$ cat src/dcff_pkg.sv
// Package holding the shared constants and flag carriers of the flag and mode FIFO.
// Assumes every design file imports it whole; it holds no logic.
// Functional notes
// - Standard mode: read presents oldest word
// - Lookahead: first word appears without read
// - Single-clock mode: flags have no added latency
// - Empty asserts at once, clears after 3/4
// - Full asserts at once, clears after three
// - Nearly flags: latency one set, three clear
// - Clock phase may delay clearing one cycle
// - Pointers freeze when empty or full
// - Nearly-empty hysteresis around threshold, read side
// - Nearly-full hysteresis around threshold, write side
// - Read while empty: pointer holds, underflow flags
// - Write while full: pointer holds, overflow flags
// - Empty clear resynchronised through cascaded flops
// - Both thresholds are thirteen-bit values
// - Lookahead defaults off, falls first word through
// - Output pipeline adds one cycle, single clock
// - Word size from 4/9/18/36/72, default 4
// - Single clock needs lookahead off; default off
// - Reset: empty flags set, full flags cleared
package dcff_pkg;

  // Threshold width and a width one bit wider for compares
  localparam int DCFF_THRESH_W = 13;
  localparam int DCFF_CMP_W    = DCFF_THRESH_W + 1;

  // Default word size and default storage depth
  localparam int DCFF_WORD_DEF  = 4;
  localparam int DCFF_DEPTH_DEF = 16;

  // Read-side flags travel together
  typedef struct packed {
    logic empty;
    logic nearly_empty;
    logic underflow;
  } dcff_rd_flags_t;

  // Write-side flags travel together
  typedef struct packed {
    logic full;
    logic nearly_full;
    logic overflow;
  } dcff_wr_flags_t;

  // Values after reset
  localparam dcff_rd_flags_t DCFF_RD_FLAGS_RST = '{empty: 1'b1, nearly_empty: 1'b1, underflow: 1'b0};
  localparam dcff_wr_flags_t DCFF_WR_FLAGS_RST = '{full: 1'b0, nearly_full: 1'b0, overflow: 1'b0};
  localparam logic           DCFF_VALID_RST    = 1'b0;

endpackage

$ cat src/dcff_core.sv
// Top of the flag and mode FIFO: pointers, Gray crossing, flags and output modes.
// Assumes read_side_clock and write_side_clock are one-cycle enables on clock.
`timescale 1ns/1ps
module dcff_core
  import dcff_pkg::*;
#(
  parameter int port_word_size = DCFF_WORD_DEF,  // Allowed 4, 9, 18, 36, 72
  parameter int DEPTH          = DCFF_DEPTH_DEF
) (
  input  wire logic                     clock,
  input  wire logic                     rst,
  input  wire logic                     write_side_clock,
  input  wire logic                     read_side_clock,
  input  wire logic                     write_request,
  input  wire logic [port_word_size-1:0] write_data_in,
  input  wire logic                     read_request,
  input  wire logic                     lookahead_mode,
  input  wire logic                     single_clock_select,
  input  wire logic                     output_pipeline_select,
  input  wire logic [DCFF_THRESH_W-1:0] nearly_empty_threshold,
  input  wire logic [DCFF_THRESH_W-1:0] nearly_full_threshold,
  output logic [port_word_size-1:0]     read_data_out,
  output logic                          empty,
  output logic                          nearly_empty_flag,
  output logic                          read_underflow_flag,
  output logic                          full,
  output logic                          nearly_full_flag,
  output logic                          write_overflow_flag
);

  localparam int PW = $clog2(DEPTH) + 1;

  // Gray conversions for pointer crossing
  function automatic logic [PW-1:0] to_gray(input logic [PW-1:0] b);
    to_gray = b ^ (b >> 1);
  endfunction

  function automatic logic [PW-1:0] from_gray(input logic [PW-1:0] g);
    logic [PW-1:0] b;
    b = '0;
    for (int i = PW - 1; i >= 0; i--) begin
      b[i] = (i == PW - 1) ? g[i] : (b[i+1] ^ g[i]);
    end
    from_gray = b;
  endfunction

  // Write domain state
  logic [PW-1:0]   wbin_q, wbin_d;     // Write pointer
  logic [PW-1:0]   wgray_q, wgray_d;   // Its Gray copy
  logic [PW-1:0]   rg1_q, rg1_d;       // Read Gray, first stage
  logic [PW-1:0]   rg2_q, rg2_d;       // Read Gray, second stage
  dcff_wr_flags_t  wf_q, wf_d;         // Write-side flags

  // Read domain state
  logic [PW-1:0]   rbin_q, rbin_d;     // Read pointer
  logic [PW-1:0]   rgray_q, rgray_d;   // Its Gray copy
  logic [PW-1:0]   wg1_q, wg1_d;       // Write Gray, first stage
  logic [PW-1:0]   wg2_q, wg2_d;       // Write Gray, second stage
  logic            core_empty_q, core_empty_d; // Store empty as seen
  logic            look_valid_q, look_valid_d; // Lookahead word shown
  dcff_rd_flags_t  rf_q, rf_d;         // Read-side flags

  // Output data path
  logic [port_word_size-1:0] dout_q, dout_d;
  logic [port_word_size-1:0] stage_q, stage_d; // Captured store word for the pipeline
  logic            pend_q, pend_d;     // Store word arrives now
  logic            pipe_pend_q, pipe_pend_d; // Waiting for pipeline tick

  // Store handshake
  logic                      st_in_ready;
  logic                      st_out_valid;
  logic [port_word_size-1:0] st_out_data;
  logic                      wr_acc;
  logic                      rd_acc;
  logic                      fetch;
  logic                      pipe_on;

  // Write taken only on a tick, not full, store has room
  assign wr_acc  = write_side_clock & write_request & ~wf_q.full & st_in_ready;
  // User read taken only while empty is low
  assign rd_acc  = read_side_clock & read_request & ~rf_q.empty;
  // Pipeline register only exists in single-clock use
  assign pipe_on = single_clock_select & output_pipeline_select;

  // Store fetch: on the read in standard, on refill in lookahead
  always_comb begin
    if (lookahead_mode) begin
      fetch = read_side_clock & ~core_empty_q & (~look_valid_q | rd_acc);
    end else begin
      fetch = rd_acc & st_out_valid;
    end
  end

  // Write domain next values
  always_comb begin
    logic [PW-1:0]         rseen;
    logic [PW-1:0]         wcount;
    logic [DCFF_CMP_W-1:0] free_ext;
    rseen    = '0;
    wcount   = '0;
    free_ext = '0;
    wbin_d   = wbin_q;
    wgray_d  = wgray_q;
    rg1_d    = rg1_q;
    rg2_d    = rg2_q;
    wf_d     = wf_q;
    if (write_side_clock) begin
      if (wr_acc) begin
        wbin_d = wbin_q + 1'b1;
      end
      wgray_d = to_gray(wbin_d);
      rg1_d   = rgray_q;
      rg2_d   = rg1_q;
      // Same clock sees the live pointer, else the synchronised one
      rseen    = single_clock_select ? rbin_d : from_gray(rg2_q);
      wcount   = wbin_d - rseen;
      free_ext = DCFF_CMP_W'(PW'(DEPTH) - wcount);
      // Full rises with the filling write, clears after crossing, or on the read itself with single clock
      wf_d.full = (wcount == PW'(DEPTH));
      // Nearly-full with one step of hysteresis
      if (free_ext <= DCFF_CMP_W'(nearly_full_threshold)) begin
        wf_d.nearly_full = 1'b1;
      end else if (free_ext > DCFF_CMP_W'(nearly_full_threshold) + 1'b1) begin
        wf_d.nearly_full = 1'b0;
      end
      // Overflow stands while writes keep hitting full
      wf_d.overflow = write_request & wf_q.full;
    end
  end

  // Write domain registers
  always_ff @(posedge clock) begin
    if (rst) begin
      wbin_q  <= '0;
      wgray_q <= '0;
      rg1_q   <= '0;
      rg2_q   <= '0;
      wf_q    <= DCFF_WR_FLAGS_RST;
    end else begin
      wbin_q  <= wbin_d;
      wgray_q <= wgray_d;
      rg1_q   <= rg1_d;
      rg2_q   <= rg2_d;
      wf_q    <= wf_d;
    end
  end

  // Read domain next values
  always_comb begin
    logic [PW-1:0]         wseen;
    logic [PW-1:0]         rcount;
    logic [DCFF_CMP_W-1:0] cnt_ext;
    wseen        = '0;
    rcount       = '0;
    cnt_ext      = '0;
    rbin_d       = rbin_q;
    rgray_d      = rgray_q;
    wg1_d        = wg1_q;
    wg2_d        = wg2_q;
    core_empty_d = core_empty_q;
    look_valid_d = look_valid_q;
    rf_d         = rf_q;
    if (read_side_clock) begin
      // Pointer moves only on a fetch, so it freezes when empty
      if (fetch) begin
        rbin_d = rbin_q + 1'b1;
      end
      rgray_d = to_gray(rbin_d);
      wg1_d   = wgray_q;
      wg2_d   = wg1_q;
      wseen   = single_clock_select ? wbin_d : from_gray(wg2_q);
      rcount  = wseen - rbin_d;
      core_empty_d = (rcount == '0);
      // Shown word kept until read, refilled by a fetch
      if (lookahead_mode) begin
        if (fetch) begin
          look_valid_d = 1'b1;
        end else if (rd_acc) begin
          look_valid_d = 1'b0;
        end
        rf_d.empty = ~look_valid_d;
        cnt_ext    = DCFF_CMP_W'(rcount) + DCFF_CMP_W'(look_valid_d);
      end else begin
        look_valid_d = 1'b0;
        rf_d.empty   = core_empty_d;
        cnt_ext      = DCFF_CMP_W'(rcount);
      end
      // Nearly-empty with one step of hysteresis
      if (cnt_ext <= DCFF_CMP_W'(nearly_empty_threshold)) begin
        rf_d.nearly_empty = 1'b1;
      end else if (cnt_ext > DCFF_CMP_W'(nearly_empty_threshold) + 1'b1) begin
        rf_d.nearly_empty = 1'b0;
      end
      // Underflow stands while reads keep hitting empty
      rf_d.underflow = read_request & rf_q.empty;
    end
  end

  // Read domain registers
  always_ff @(posedge clock) begin
    if (rst) begin
      rbin_q       <= '0;
      rgray_q      <= '0;
      wg1_q        <= '0;
      wg2_q        <= '0;
      core_empty_q <= 1'b1;
      look_valid_q <= DCFF_VALID_RST;
      rf_q         <= DCFF_RD_FLAGS_RST;
    end else begin
      rbin_q       <= rbin_d;
      rgray_q      <= rgray_d;
      wg1_q        <= wg1_d;
      wg2_q        <= wg2_d;
      core_empty_q <= core_empty_d;
      look_valid_q <= look_valid_d;
      rf_q         <= rf_d;
    end
  end

  // Output word: direct, or through a stage register with the pipeline on
  always_comb begin
    dout_d      = dout_q;
    stage_d     = stage_q;
    pend_d      = fetch;
    pipe_pend_d = pipe_pend_q;
    // Capture the store word so a quick second read cannot overwrite it
    if (pend_q) begin
      stage_d = st_out_data;
    end
    if (pend_q && !pipe_on) begin
      dout_d = st_out_data;
    end
    // Pipeline: the captured word moves out on the next read tick
    if (pipe_pend_q && read_side_clock) begin
      dout_d      = stage_q;
      pipe_pend_d = 1'b0;
    end
    if (pend_q && pipe_on) begin
      pipe_pend_d = 1'b1;
    end
  end

  // Control of the output path resets; the word itself does not
  always_ff @(posedge clock) begin
    if (rst) begin
      pend_q      <= DCFF_VALID_RST;
      pipe_pend_q <= DCFF_VALID_RST;
    end else begin
      pend_q      <= pend_d;
      pipe_pend_q <= pipe_pend_d;
    end
  end

  // Data register left untouched by reset
  always_ff @(posedge clock) begin
    dout_q  <= dout_d;
    stage_q <= stage_d;
  end

  // DEPTH-word store in the data path, sixteen by default
  dcff_store #(
    .WIDTH (port_word_size),
    .DEPTH (DEPTH)
  ) u_store (
    .clock     (clock),
    .rst       (rst),
    .in_valid  (wr_acc),
    .in_ready  (st_in_ready),
    .in_data   (write_data_in),
    .out_valid (st_out_valid),
    .out_ready (fetch),
    .out_data  (st_out_data)
  );

  // Ports straight from registers
  assign read_data_out       = dout_q;
  assign empty               = rf_q.empty;
  assign nearly_empty_flag   = rf_q.nearly_empty;
  assign read_underflow_flag = rf_q.underflow;
  assign full                = wf_q.full;
  assign nearly_full_flag    = wf_q.nearly_full;
  assign write_overflow_flag = wf_q.overflow;

endmodule

$ cat src/dcff_store.sv
// Word store of the FIFO: a ring of DEPTH words with valid/ready on both sides.
// Assumes one clock; the read word comes out of a register one cycle after the take.
`timescale 1ns/1ps
module dcff_store
  import dcff_pkg::*;
#(
  parameter int WIDTH = DCFF_WORD_DEF,
  parameter int DEPTH = DCFF_DEPTH_DEF
) (
  input  wire logic             clock,
  input  wire logic             rst,
  input  wire logic             in_valid,
  output logic                  in_ready,
  input  wire logic [WIDTH-1:0] in_data,
  output logic                  out_valid,
  input  wire logic             out_ready,
  output logic [WIDTH-1:0]      out_data
);

  localparam int AW = $clog2(DEPTH);

  logic [WIDTH-1:0] mem_q [DEPTH];  // Word array
  logic [AW-1:0]    wa_q, wa_d;     // Write slot
  logic [AW-1:0]    ra_q, ra_d;     // Read slot
  logic [AW:0]      cnt_q, cnt_d;   // Words held
  logic [WIDTH-1:0] dout_q;         // Registered read word
  logic             push, pop;

  // Honest full and empty from the held count
  assign in_ready  = (cnt_q != (AW+1)'(DEPTH));
  assign out_valid = (cnt_q != '0);
  assign out_data  = dout_q;
  assign push      = in_valid & in_ready;
  assign pop       = out_valid & out_ready;

  // Next slots and count
  always_comb begin
    wa_d  = wa_q;
    ra_d  = ra_q;
    cnt_d = cnt_q;
    if (push) begin
      wa_d = (wa_q == AW'(DEPTH-1)) ? '0 : wa_q + 1'b1;
    end
    if (pop) begin
      ra_d = (ra_q == AW'(DEPTH-1)) ? '0 : ra_q + 1'b1;
    end
    cnt_d = cnt_q + (AW+1)'(push) - (AW+1)'(pop);
  end

  // Slot and count registers
  always_ff @(posedge clock) begin
    if (rst) begin
      wa_q  <= '0;
      ra_q  <= '0;
      cnt_q <= '0;
    end else begin
      wa_q  <= wa_d;
      ra_q  <= ra_d;
      cnt_q <= cnt_d;
    end
  end

  // Array and read register keep contents across reset
  always_ff @(posedge clock) begin
    if (push) begin
      mem_q[wa_q] <= in_data;
    end
    if (pop) begin
      dout_q <= mem_q[ra_q];
    end
  end

endmodule

$ cat config.mk
export PLATFORM = sky130hd
export DESIGN_NAME = dcff_core
export DESIGN_NICKNAME = d
export VERILOG_FILES = /design/src/dcff_pkg.sv /design/src/dcff_core.sv /design/src/dcff_store.sv
export SDC_FILE = /design/constraint.sdc
export NUM_CORES = 1
export LEC_CHECK = 0
export ABC_AREA = 1
export BUFFER_PORTS_ARGS = -buffer_cell sky130_fd_sc_hd__buf_2
export CELL_PAD_IN_SITES_DETAIL_PLACEMENT = 0
export CELL_PAD_IN_SITES_GLOBAL_PLACEMENT = 2
export CORE_MARGIN = 3
export CORE_UTILIZATION = 38
export CTS_CLUSTER_DIAMETER = 120
export CTS_CLUSTER_SIZE = 25
export DETAILED_ROUTE_END_ITERATION = 16
export PLACE_DENSITY_LB_ADDON = 0.1
export SLEW_MARGIN = 10
export SYNTH_ARGS = -nofsm -noshare
export SYNTH_HDL_FRONTEND = slang
export SYNTH_SLANG_ARGS = --single-unit
export TNS_END_PERCENT = 30
$ cat constraint.sdc
create_clock -name clock -period 5.3 [get_ports clock]
set_input_delay 1.06 -clock clock [delete_from_list [all_inputs] [get_ports clock]]
set_output_delay 1.06 -clock clock [all_outputs]
set_load 0.05 [all_outputs]
==> results.txt <==
# port buffers -> 48
worst path required time -> 5650 ps
Die W -> 147 um
Layout Cells excl Fill -> 1188
CP arrival -> 5030 ps
gr ovfl total -> 0
switching fraction of total power -> 0.332
final-layout fill cell count -> 1877
share of cells above drive strength 1 -> 0.124
Yosys warning total -> 0
placed inst area -> 8040 um^2
hold crit path type -> reg -> reg
asr flop ratio synth -> 0
Antenna Cells -> 0
worst vdd ir -> 0.258 mV
Yosys reg bits -> 139
final slew viol count -> 0
top-level I/O count -> 49
Mapped Avg Cell Area -> 8.68 um^2
Vias -> 5787
vias in the first global route -> 5806
Power Dens Cells -> 377 nW/um^2
top cells by area, synth -> edfxtp_1 30%, dfxtp_1 17%, ha_1 9.0%, nor2_1 7.2%, nand2_1 6.4%
final wirelength -> 17400 um
fin area -> 8630 um^2
slowest stage cell, crit path -> fa_1
Max Cap Viol -> 0
DRT antenna net count -> 0
full die area -> 21500 um^2
post-layout util -> 0.452
initial antenna violation count -> 0
RSZ-0062 raised after global routing -> false
drt drc -> 0
startpoint types -> primary input
worst rel slew slack -> 0.260
Initial Util -> 0.394
first drt pass iteration count -> 4
Resized cells post-CTS -> 0
Routability Congestion -> 0.850
Worst-path clk slew -> 60 ps
first-pass GRT wire length -> 29400 um
EDFF count, synth -> 76
outcome -> finished, final reports clean
Clock Path Buffers -> 2
Worst Tran Pin Value -> 1110 ps
Yosys top cell area share -> 0.303
Flop pwr share -> 0.379
Root Buffer -> clkbuf_16
total negative slack -> 0 ps
DR vias/cell -> 4.87
Switching Power -> 1.08 mW
cell taking the most area after synthesis -> edfxtp_1
Finish-stage setup viols -> 0
min cycle time layout -> 4680 ps
Die H -> 147 um
Post-CTS Hold Buffers -> 0
mapped cell area -> 7520 um^2
largest net degree at the start of global routing -> 36
CTS sink cnt -> 139
H-tree lvl count -> 4
placed insts -> 1156
Core Region -> 19100 um^2
register area -> 3540 um^2
total track usage -> 0.168
Leak -> 3.65 nW
top_reg_cell synth -> edfxtp_1
Fin. Hold Viols -> 0
critical path peak fanout -> 9
multi-input logic area -> 3500 um^2
Total Power -> 3.25 mW
DRT iter0 DRCs -> 372
critical path type -> in -> reg
combinational share of power -> 0.265
CTS tree -> done
TritonCTS buffer count -> 17
WL per Instance -> 14.6 um
postcts setup bufs -> 0
largest stage delay on the critical path -> 430 ps
Final #Nets -> 1011
Achievable Freq -> 214 MHz
DP HPWL -> 12700 um
Critical Path Sink Type -> flop
Syn-to-layout area delta -> 14.6%
Distinct cells, synth -> 40
Worst Clk Skew -> 9.59 ps
sequential fraction of the synthesis area -> 0.471
Internal Pwr Total -> 2.17 mW
clk_lat worst skew -> 420 ps
post-route clock period utilization -> 0.883
clock network power share -> 0.356
num rows -> 50
Synth Instances -> 867
Syn Nets -> 963
==> critical path: cells and delay by family <==
| kind | cells | cell delay [ps] |
|---|---|---|
| adders and majority gates | 2 | 660 |
| and+or+nand+nor | 16 | 1790 |
| AOI/OAI and AO/OA | 5 | 780 |
| buffers and inverters | 7 | 730 |
==> layout make-up <==
| cell class | count | area share |
|---|---|---|
| Clock inverter | 15 | 0.0177 |
| Clock buffer | 17 | 0.0493 |
| Inverter | 99 | 0.0437 |
| Multi-Input combinational cell | 602 | 0.406 |
| Tap cell | 260 | 0.0377 |
| Sequential cell | 139 | 0.411 |
| Timing Repair Buffer | 56 | 0.0348 |
==> Yosys cell counts (2+ instances only) <==
master	count
xnor2_1	9
buf_1	6
nor4_1	4
nand2_4	4
inv_1	94
o21ai_0	74
a31oi_1	7
o221ai_1	6
mux2_2	4
nor3_1	11
o21ai_1	3
or2_2	5
o32ai_1	11
inv_2	4
nand3_1	39
fa_1	3
o211ai_1	7
clkbuf_1	19
nand2_2	5
a21oi_1	33
edfxtp_1	76
dfxtp_1	63
nor2_1	144
nor2_2	2
nand2_1	128
nor3_2	2
xor2_1	28
mux2i_1	5
nand4_1	7
ha_1	54
==> cells by family after synthesis <==
kind of cell,synth area share
xor+xnor,0.0431
buf+inv,0.0642
compound gates,0.110
mux,0.0126
flops,0.471
fa+ha+maj,0.0978
simple gates,0.201
==> state kept, by name (all words and copies together), names as in the netlist, 4 cells and up <==
name,count
u_store.mem_q,64
rbin_q,5
rg1_q,5
rg2_q,5
rgray_q,5
u_store.cnt_q,5
wbin_q,5
wg1_q,5
wg2_q,5
wgray_q,5
read_data_out,4
stage_q,4
u_store.out_data,4
u_store.ra_q,4
u_store.wa_q,4
==> final timing paths <==
kind,from,to,slack (ps),cells after the start
setup / recovery,lookahead_mode,nearly_full_flag,620,30
hold / removal,u_store.out_data[1],stage_q[1],450,0
setup reg to reg,u_store.cnt_q[3],nearly_full_flag,870,30
hold reg to reg,u_store.out_data[1],stage_q[1],450,0
==> placed cells by master (no fill, tap or decap), types with 4 or more instances in the layout <==
cell type	count
edfxtp_1	76
nand4_1	7
nand3_1	39
nand2_1	128
clkbuf_16	17
o32ai_1	11
a31oi_1	7
mux2i_1	5
o21ai_0	74
o211ai_1	7
xnor2_1	9
o221ai_1	6
nand2_4	5
or2_2	5
nor3_1	11
nand2_2	4
nor4_1	4
inv_1	94
a21oi_1	33
dfxtp_1	63
inv_2	4
inv_6	5
nor2_1	144
xor2_1	28
ha_1	54
buf_4	8
clkinv_4	4
mux2_2	4
buf_2	48
==> metal layers <==
metal  vias to the layer above  global-route usage  part of all wire
met5                         -                   0                 0
met4                         0              0.0527             0.016
met3                        24              0.0315             0.034
met2                        96               0.274              0.47
met1                      2652               0.227              0.48
li1                       3015                   -                 -
==> power groups by stage <==
stage	registers [mW]	clock network [mW]	logic [mW]
final	1.23	1.16	0.861
after global placement	1.25	0	0.853
after floorplan	1.25	0	0.633
after global routing	1.24	1.24	1.01
after CTS	1.23	1.18	0.873
after detailed placement	1.25	0	0.865
==> metrics by stage <==
| stage | hold slack, ps | setup WS [ps] |
|---|---|---|
| 2_1_floorplan | 420 | 536 |
| 6_report | 450 | 618 |
| 5_1_grt | 476 | 2.04 |
| 3_3_place_gp | 437 | 243 |
| 3_5_place_dp | 436 | 158 |
| 4_1_cts | 454 | 581 |
No activity file was read; power rests on OpenSTA's default activity.
